### src/rtl/fsr_pkg.sv
// Package holding constants for the suspend/resume sequencer
package fsr_pkg;
    // ----------------------------------------------------------------
    // Clock and timing
    // ----------------------------------------------------------------
    localparam int CLK_MHZ = 10;
    localparam int SUSP_LAT_US = 40;
    // Longest time rounds down to whole cycles
    localparam int SUSP_LAT_CYC = SUSP_LAT_US * CLK_MHZ;
    localparam int RES_SUSP_US = 128;
    // Least time rounds up to whole cycles
    localparam int RES_SUSP_CYC = RES_SUSP_US * CLK_MHZ;
    localparam int CNT_W = 12;
    // Delay from suspend request to halt, well inside the latency bound
    localparam logic [11:0] HALT_CYC = 12'h0_010;
    // ----------------------------------------------------------------
    // Command codes
    // ----------------------------------------------------------------
    localparam logic [7:0] CMD_ERS_SUSP = 8'h75;
    localparam logic [7:0] CMD_ERS_RES = 8'h7A;
    localparam logic [7:0] CMD_PGM_SUSP = 8'h85;
    localparam logic [7:0] CMD_PGM_RES = 8'h8A;
    // ----------------------------------------------------------------
    // Parameter dword fields
    // ----------------------------------------------------------------
    localparam logic [0:0] SR_UNSUPP = 1'h0;
    localparam logic [1:0] ERS_LAT_UNIT = 2'h2;
    localparam logic [4:0] ERS_LAT_CNT = 5'h04;
    localparam logic [3:0] ERS_INT_CNT = 4'h1;
    localparam logic [1:0] PGM_LAT_UNIT = 2'h2;
    localparam logic [4:0] PGM_LAT_CNT = 5'h04;
    localparam logic [3:0] PGM_INT_CNT = 4'h1;
    localparam logic [0:0] RFU_BIT = 1'h1;
    localparam logic [3:0] ERS_PROHIB = 4'hE;
    localparam logic [3:0] PGM_PROHIB = 4'hC;
    // ----------------------------------------------------------------
    // Wishbone register offsets
    // ----------------------------------------------------------------
    localparam logic [3:0] ADR_CMD = 4'h0;
    localparam logic [3:0] ADR_STAT = 4'h4;
    localparam logic [3:0] ADR_PARAM = 4'h8;
    localparam logic [3:0] ADR_START = 4'hC;
    // Status bit positions
    localparam int ST_ERS_BUSY = 0;
    localparam int ST_ERS_SUSP = 1;
    localparam int ST_PGM_BUSY = 2;
    localparam int ST_PGM_SUSP = 3;
    localparam int ST_BAD_CMD = 4;
    // Operation phases
    typedef enum logic [2:0] {PH_IDLE, PH_RUN, PH_HALTING, PH_SUSP} fsr_phase_t;
endpackage : fsr_pkg

### src/rtl/fsr_seq.sv
// Erase/program suspend and resume sequencer with Wishbone registers
`timescale 1ns/1ps
// Overview of operation
// - Erase halts within 40 us of suspend
// - Erase latency unit field reads 10b
// - Program halts within 40 us of suspend
// - Program latency unit field reads 10b
// - Erase-suspend prohibited field reads 1110b
// - Program-suspend prohibited field reads 1100b
// - Bit 31 reads 0: suspend supported
// - 75h erase suspend, 7Ah erase resume
// - 85h program suspend, 8Ah program resume
module fsr_seq
(
    // Clock and reset
    input wire logic CLOCK,
    input wire logic NRST,
    // Wishbone slave
    input wire logic WB_CYC_I,
    input wire logic WB_STB_I,
    input wire logic WB_WE_I,
    input wire logic [3:0] WB_ADR_I,
    input wire logic [3:0] WB_SEL_I,
    input wire logic [31:0] WB_DAT_I,
    output logic [31:0] WB_DAT_O,
    output logic WB_ACK_O,
    // Array operation status
    output logic ERASE_ACTIVE,
    output logic PROGRAM_ACTIVE
);
    // ----------------------------------------------------------------
    // State
    // ----------------------------------------------------------------
    typedef struct packed {
        fsr_pkg::fsr_phase_t ers;   // Erase phase
        fsr_pkg::fsr_phase_t pgm;   // Program phase
        logic [11:0] ers_cnt;       // Erase halt delay / guard counter
        logic [11:0] pgm_cnt;       // Program halt delay / guard counter
        logic ers_guard;            // Erase resume-to-suspend window open
        logic pgm_guard;            // Program resume-to-suspend window open
        logic bad_cmd;              // Sticky refused-command flag
        logic ack;                  // Bus acknowledge
        logic [31:0] dat;           // Read data
    } fsr_state_t;

    fsr_state_t st;       // Registered state
    fsr_state_t next_st;  // Next state

    // Parameter dword, fixed by construction
    logic [31:0] param;
    assign param = {fsr_pkg::SR_UNSUPP,
                    fsr_pkg::ERS_LAT_UNIT,
                    fsr_pkg::ERS_LAT_CNT,
                    fsr_pkg::ERS_INT_CNT,
                    fsr_pkg::PGM_LAT_UNIT,
                    fsr_pkg::PGM_LAT_CNT,
                    fsr_pkg::PGM_INT_CNT,
                    fsr_pkg::RFU_BIT,
                    fsr_pkg::ERS_PROHIB,
                    fsr_pkg::PGM_PROHIB};

    // Qualified bus request; acked once, dropped the next cycle
    logic req;
    assign req = WB_CYC_I && WB_STB_I && !st.ack;
    logic wr;
    assign wr = req && WB_WE_I && WB_SEL_I[0];

    // ----------------------------------------------------------------
    // Next-state logic
    // ----------------------------------------------------------------
    always_comb
    begin
        next_st = st;
        next_st.ack = req;
        // Halt counters: halt lands well inside the 40 us bound
        if (st.ers == fsr_pkg::PH_HALTING)
        begin
            if (st.ers_cnt == 12'h0_000)
                next_st.ers = fsr_pkg::PH_SUSP;
            else
                next_st.ers_cnt = st.ers_cnt - 12'h0_001;
        end
        else if (st.ers_guard)
        begin
            // Guard window after resume runs down
            if (st.ers_cnt == 12'h0_000)
                next_st.ers_guard = 1'b0;
            else
                next_st.ers_cnt = st.ers_cnt - 12'h0_001;
        end
        if (st.pgm == fsr_pkg::PH_HALTING)
        begin
            if (st.pgm_cnt == 12'h0_000)
                next_st.pgm = fsr_pkg::PH_SUSP;
            else
                next_st.pgm_cnt = st.pgm_cnt - 12'h0_001;
        end
        else if (st.pgm_guard)
        begin
            if (st.pgm_cnt == 12'h0_000)
                next_st.pgm_guard = 1'b0;
            else
                next_st.pgm_cnt = st.pgm_cnt - 12'h0_001;
        end
        // Command decode on a write to the command register
        if (wr && WB_ADR_I == fsr_pkg::ADR_CMD)
        begin
            case (WB_DAT_I[7:0])
                fsr_pkg::CMD_ERS_SUSP:
                begin
                    // Suspend inside the guard window is refused (host fault)
                    if (st.ers == fsr_pkg::PH_RUN && !st.ers_guard)
                    begin
                        next_st.ers = fsr_pkg::PH_HALTING;
                        next_st.ers_cnt = fsr_pkg::HALT_CYC;
                    end
                    else
                        next_st.bad_cmd = 1'b1;
                end
                fsr_pkg::CMD_ERS_RES:
                begin
                    if (st.ers == fsr_pkg::PH_SUSP)
                    begin
                        next_st.ers = fsr_pkg::PH_RUN;
                        next_st.ers_guard = 1'b1;
                        // Window closes in time for a suspend exactly 128 us after the resume edge
                        next_st.ers_cnt = 12'(fsr_pkg::RES_SUSP_CYC - 2);
                    end
                    else
                        next_st.bad_cmd = 1'b1;
                end
                fsr_pkg::CMD_PGM_SUSP:
                begin
                    if (st.pgm == fsr_pkg::PH_RUN && !st.pgm_guard)
                    begin
                        next_st.pgm = fsr_pkg::PH_HALTING;
                        next_st.pgm_cnt = fsr_pkg::HALT_CYC;
                    end
                    else
                        next_st.bad_cmd = 1'b1;
                end
                fsr_pkg::CMD_PGM_RES:
                begin
                    if (st.pgm == fsr_pkg::PH_SUSP)
                    begin
                        next_st.pgm = fsr_pkg::PH_RUN;
                        next_st.pgm_guard = 1'b1;
                        // Same window length as for erase
                        next_st.pgm_cnt = 12'(fsr_pkg::RES_SUSP_CYC - 2);
                    end
                    else
                        next_st.bad_cmd = 1'b1;
                end
                default:
                    next_st.bad_cmd = 1'b1;
            endcase
        end
        // Start/finish register: bit0 start erase, bit1 start program,
        // bit2 end erase, bit3 end program (stands in for the array)
        if (wr && WB_ADR_I == fsr_pkg::ADR_START)
        begin
            if (WB_DAT_I[0])
            begin
                // Nested erase refused while one exists
                if (st.ers == fsr_pkg::PH_IDLE)
                    next_st.ers = fsr_pkg::PH_RUN;
                else
                    next_st.bad_cmd = 1'b1;
            end
            if (WB_DAT_I[1])
            begin
                if (st.pgm == fsr_pkg::PH_IDLE)
                    next_st.pgm = fsr_pkg::PH_RUN;
                else
                    next_st.bad_cmd = 1'b1;
            end
            if (WB_DAT_I[2] && st.ers == fsr_pkg::PH_RUN)
            begin
                next_st.ers = fsr_pkg::PH_IDLE;
                next_st.ers_guard = 1'b0;
            end
            if (WB_DAT_I[3] && st.pgm == fsr_pkg::PH_RUN)
            begin
                next_st.pgm = fsr_pkg::PH_IDLE;
                next_st.pgm_guard = 1'b0;
            end
        end
        // Status write of 1 to bit 4 clears the refused flag
        if (wr && WB_ADR_I == fsr_pkg::ADR_STAT && WB_DAT_I[fsr_pkg::ST_BAD_CMD])
            next_st.bad_cmd = 1'b0;
        // Read mux; unmapped reads return zero
        next_st.dat = 32'h0000_0000;
        if (req && !WB_WE_I)
        begin
            case (WB_ADR_I)
                fsr_pkg::ADR_PARAM: next_st.dat = param;
                fsr_pkg::ADR_STAT:
                begin
                    next_st.dat[fsr_pkg::ST_ERS_BUSY] = st.ers != fsr_pkg::PH_IDLE;
                    next_st.dat[fsr_pkg::ST_ERS_SUSP] = st.ers == fsr_pkg::PH_SUSP;
                    next_st.dat[fsr_pkg::ST_PGM_BUSY] = st.pgm != fsr_pkg::PH_IDLE;
                    next_st.dat[fsr_pkg::ST_PGM_SUSP] = st.pgm == fsr_pkg::PH_SUSP;
                    next_st.dat[fsr_pkg::ST_BAD_CMD] = st.bad_cmd;
                end
                default: next_st.dat = 32'h0000_0000;
            endcase
        end
    end

    // ----------------------------------------------------------------
    // State register
    // ----------------------------------------------------------------
    always_ff @(posedge CLOCK or negedge NRST)
    begin
        if (!NRST)
            st <= '0;
        else
            st <= next_st;
    end

    // Outputs
    assign WB_ACK_O = st.ack;
    assign WB_DAT_O = st.dat;
    assign ERASE_ACTIVE = st.ers == fsr_pkg::PH_RUN || st.ers == fsr_pkg::PH_HALTING;
    assign PROGRAM_ACTIVE = st.pgm == fsr_pkg::PH_RUN || st.pgm == fsr_pkg::PH_HALTING;
endmodule // fsr_seq

### config.mk
export PLATFORM = sky130hd
export DESIGN_NAME = fsr_seq
export DESIGN_NICKNAME = d
export VERILOG_FILES = /design/src/rtl/fsr_pkg.sv /design/src/rtl/fsr_seq.sv
export SDC_FILE = /design/constraint.sdc
export NUM_CORES = 1
export LEC_CHECK = 0
export BUFFER_PORTS_ARGS = -buffer_cell sky130_fd_sc_hd__buf_2
export CAP_MARGIN = 10
export CELL_PAD_IN_SITES_DETAIL_PLACEMENT = 0
export CELL_PAD_IN_SITES_GLOBAL_PLACEMENT = 1
export CORE_MARGIN = 2
export CORE_UTILIZATION = 39
export CTS_BUF_LIST = sky130_fd_sc_hd__clkbuf_2 sky130_fd_sc_hd__clkbuf_4 sky130_fd_sc_hd__clkbuf_8
export DETAILED_ROUTE_END_ITERATION = 10
export GPL_TIMING_DRIVEN = 0
export MAX_ROUTING_LAYER = met4
export PLACE_DENSITY_LB_ADDON = 0.1
export SYNTH_ARGS = -nofsm -noshare
export SYNTH_HDL_FRONTEND = slang
export SYNTH_SLANG_ARGS = --single-unit
### constraint.sdc
create_clock -name CLOCK -period 2.7 [get_ports CLOCK]
set_input_delay 0.405 -clock CLOCK [delete_from_list [all_inputs] [get_ports CLOCK]]
set_output_delay 0.405 -clock CLOCK [all_outputs]
set_load 0.005 [all_outputs]
# Word level (Yosys, flattened, before mapping)
# Cells that the tools add are included.
# word_totals
reg_bits	66
output_inout_bits	35
elab_cells	106
# classes
add_sub_neg	2
eq_ne	13
n_mux	56
n_reduce_logical	26
# op_table
op	count
$mux W12	10
$pmux W12 S2	2
$mux W3	15
$mux W33	1
$mux W31	1
$mux W26	1
$logic_not A12 Y1	2
$sub A12 B1 Y12 const B	2
$mux W1	21
$eq A8 B7 Y1 const B	2
$eq A8 B8 Y1 const B	2
$logic_and A1 B1 Y1	13
$eq A3 B2 Y1 const B	4
$pmux W3 S2	2
$pmux W5 S2	1
$eq A4 B4 Y1 const B	2
$eq A3 B1 Y1 const B	2
$logic_not A3 Y1	2
$mux W6	1
$reduce_bool A3 Y1	2
$eq A4 B3 Y1 const B	1
$logic_not A1 Y1	4
$logic_not A4 Y1	1
$pmux W1 S4	1
$logic_or A1 B1 Y1	2

# Longest topological paths before layout
# depth
depth_word	13
mapped_depth	7
depth_no_buf	7

# Least setup slack after synthesis
# No wires, ideal clock.
# synth_path
kind	reg-to-reg
start	reg st[51] (netlist bit)
end	reg st[59] (netlist bit)
setup_ns	0.078
arrival_time_ns	1.952
t_required_ns	2.622
setup_slack_ns	0.671
path_stages_with_launch	5
path_buffers	0
synth_period_minus_slack_ns	2.029
cell_sequence	dfrtp_1 > or4_4 > or3_1 > or4_1 > a21oi_1
# synth_lines
item	line_no	rtl
start, declared	fsr_seq.sv:46	fsr_state_t st;
start signal, assigned	fsr_seq.sv:218	st <= next_st;

==> impl_metrics.json <==
{
  "synth_top_area_frac": 0.401,
  "r2r_slack_ps": 460,
  "seq_area_um2": 1000,
  "gp_congestion": 0.774,
  "core_area_um2": 6280,
  "grt_pass1_wl_um": 9210,
  "finalSetupViolCount": 0,
  "total_power_mw": 1.76,
  "start_util": 0.398,
  "ys_top_cells_by_area": "dfrtp_1, buf_4, nor2_1",
  "crit_path_max_fanout": 9,
  "cts_tree": "yes",
  "cts_buffers": 5,
  "grt_max_degree": 41,
  "synthCells": 273,
  "cellLeakagePower_nw": 1.35,
  "period_share": 0.829,
  "r2r-start": "st[64]$_DFF_PN0_",
  "synth_top_area_cell": "dfrtp_1",
  "hold_buffers": 0,
  "clkLatencyLatePin_ps": 290,
  "yosysMostFrequentCell": "dfrtp_1",
  "worstPathCellList": "buf_2 > or3b_2 > a2111oi_2 > a21boi_0 > a31oi_1 > a21oi_1",
  "worstSetupPathType": "reg2reg",
  "io_pins": 80,
  "hold_viol": 0,
  "wl_per_cell_um": 13.0,
  "antenna_cells": 0,
  "first_pass_iters": 4,
  "synth.distinct_cells": 52,
  "ys_ff_latch": 40,
  "finalCriticalPeriod_ps": 2240,
  "slew-limit-headroom": 0.385,
  "slowest_delay_ps": 650,
  "hold_class": "in2async",
  "overflow": 0,
  "yosysWarningCount": 0,
  "worstPathArrival_ps": 2370,
  "ys_seq_area_frac": 0.401,
  "cp.depth": 6,
  "ctsHtreeMaxLevel": 2,
  "vdd_drop_max_uv": 370,
  "synth_flop_cell": "dfrtp_1",
  "status": "finished clean",
  "rsz0062_at_grt": "no",
  "end_kind": "flop",
  "drc": 0,
  "grt.total_usage": 0.166,
  "cp.required_ps": 2830,
  "slowest_stage": "a2111oi_2",
  "post-cts-setup-buffers": 0,
  "crit_buf_inv": 1,
  "finalSetupTns_ps": 0,
  "vias": 2038,
  "nNetsFinal": 378,
  "die_h_um": 84.0,
  "r2r_cells": 6,
  "num_rows": 29,
  "cts_resized": 0,
  "die_area_um2": 7060,
  "cts-root-buf": "clkbuf_8",
  "grt_pass1_vias": 1859,
  "fin_skew_ps": 7.33,
  "nFillCells": 641,
  "die_w_um": 84.0,
  "routed_wl_um": 5320,
  "synthTopCellsByCount": "dfrtp_1, buf_4, nor2_1, o21ai_0, nor3_1",
  "tightest_slew_ps": 915,
  "multi_input_area_um2": 1250,
  "cap_violations": 0,
  "drive_above_1_share": 0.277,
  "io_buffers": 35,
  "area_growth_pct": 17.2,
  "ant_nets": 0,
  "cp-start-kind": "flop",
  "slew_viol_final": 0,
  "cts_sinks": 40,
  "clk_pin_slew_worst_paths_ps": 80,
  "first_iter_violations": 86,
  "dpl.hpwl_um": 3950,
  "syn_area_per_cell_um2": 9.15,
  "antenna_found_initial": 0,
  "async_flop_share": 1.00,
  "clock_path_buffers": 2,
  "synth-edff-count": 0,
  "fmax_ghz": 0.447,
  "vias_per_cell": 4.98,
  "startpoint": "st[64]$_DFF_PN0_",
  "syn_area_um2": 2500,
  "crit_family": "compound AO/OA/AOI/OAI gates",
  "power-per-cell-area_nw_per_um2": 600
}
## cell usage in the layout (no fill, tap or decap), types with 3 or more instances in the layout
master / instances
a21oi_1: 10
xnor2_1: 11
conb_1: 17
clkbuf_8: 6
or4_1: 5
buf_2: 38
clkbuf_1: 4
nor4_1: 3
nor3_1: 14
a31oi_1: 5
or3_1: 9
dfrtp_1: 40
and3_1: 3
buf_4: 32
nand2b_1: 5
inv_1: 10
nand2_1: 12
and2_1: 3
nor2b_1: 7
o21ai_0: 20
nor4_4: 3
o21a_1: 3
nor2_1: 28
## state kept, by name (all words and copies together), names as in the netlist
signal    flops
WB_ACK_O      1
WB_DAT_O      6
st           33
## final timing paths
check / end
setup reg to reg: st[58]$_DFF_PN0_
hold / removal: st[41]$_DFF_PN0_
hold reg to reg: WB_DAT_O[4]$_DFF_PN0_
setup / recovery: st[58]$_DFF_PN0_
max in group asynchronous: st[58]$_DFF_PN0_
min in group CLOCK: st[60]$_DFF_PN0_
## report_power, final
part,switching [mW],internal (mW)
logic,0.256,0.239
clock network,0.209,0.229
registers,0.108,0.716
total,0.572,1.18
## area by class of cell
type,count,area share
flip-flops and latches,40,0.342
well taps,77,0.0329
plain buffers,39,0.0923
multi-input cells,200,0.427
clock buffers,8,0.0333
repair buffers,35,0.0598
inverters,10,0.0128
## routing by layer
| layer | GRT usage | vias up | routed length, um |
|---|---|---|---|
| li1 | - | 1037 | - |
| met5 | - | - | 0 |
| met4 | 0.0528 | 0 | 72 |
| met1 | 0.238 | 930 | 2690 |
| met2 | 0.235 | 65 | 2250 |
| met3 | 0.0336 | 6 | 315 |
## stage by stage
step / instances / utilization / worst slack [ps] / hold WS [ps] / instance area, um2
after floorplan: 289 / - / 671 / 109 / 2560
after global placement: 401 / 0.451 / 138 / 496 / 2830
after detailed placement: 401 / 0.451 / 149 / 492 / 2830
after CTS: 409 / 0.466 / 430 / 287 / 2930
after global routing: 409 / 0.466 / 154 / 332 / 2930
final: 409 / 0.466 / 463 / 239 / 2930
## kinds of logic after synthesis
family | share of synthesized area
AO/OA/AOI/OAI | 0.146
XOR/XNOR | 0.0386
adder cells (fa/ha/maj) | 0.0100
buffers and inverters | 0.123
flip-flops | 0.401
multiplexers | 0.0125
other | 0.00150
AND/OR/NAND/NOR | 0.268
Note: power is estimated with default switching activity, not from simulation.
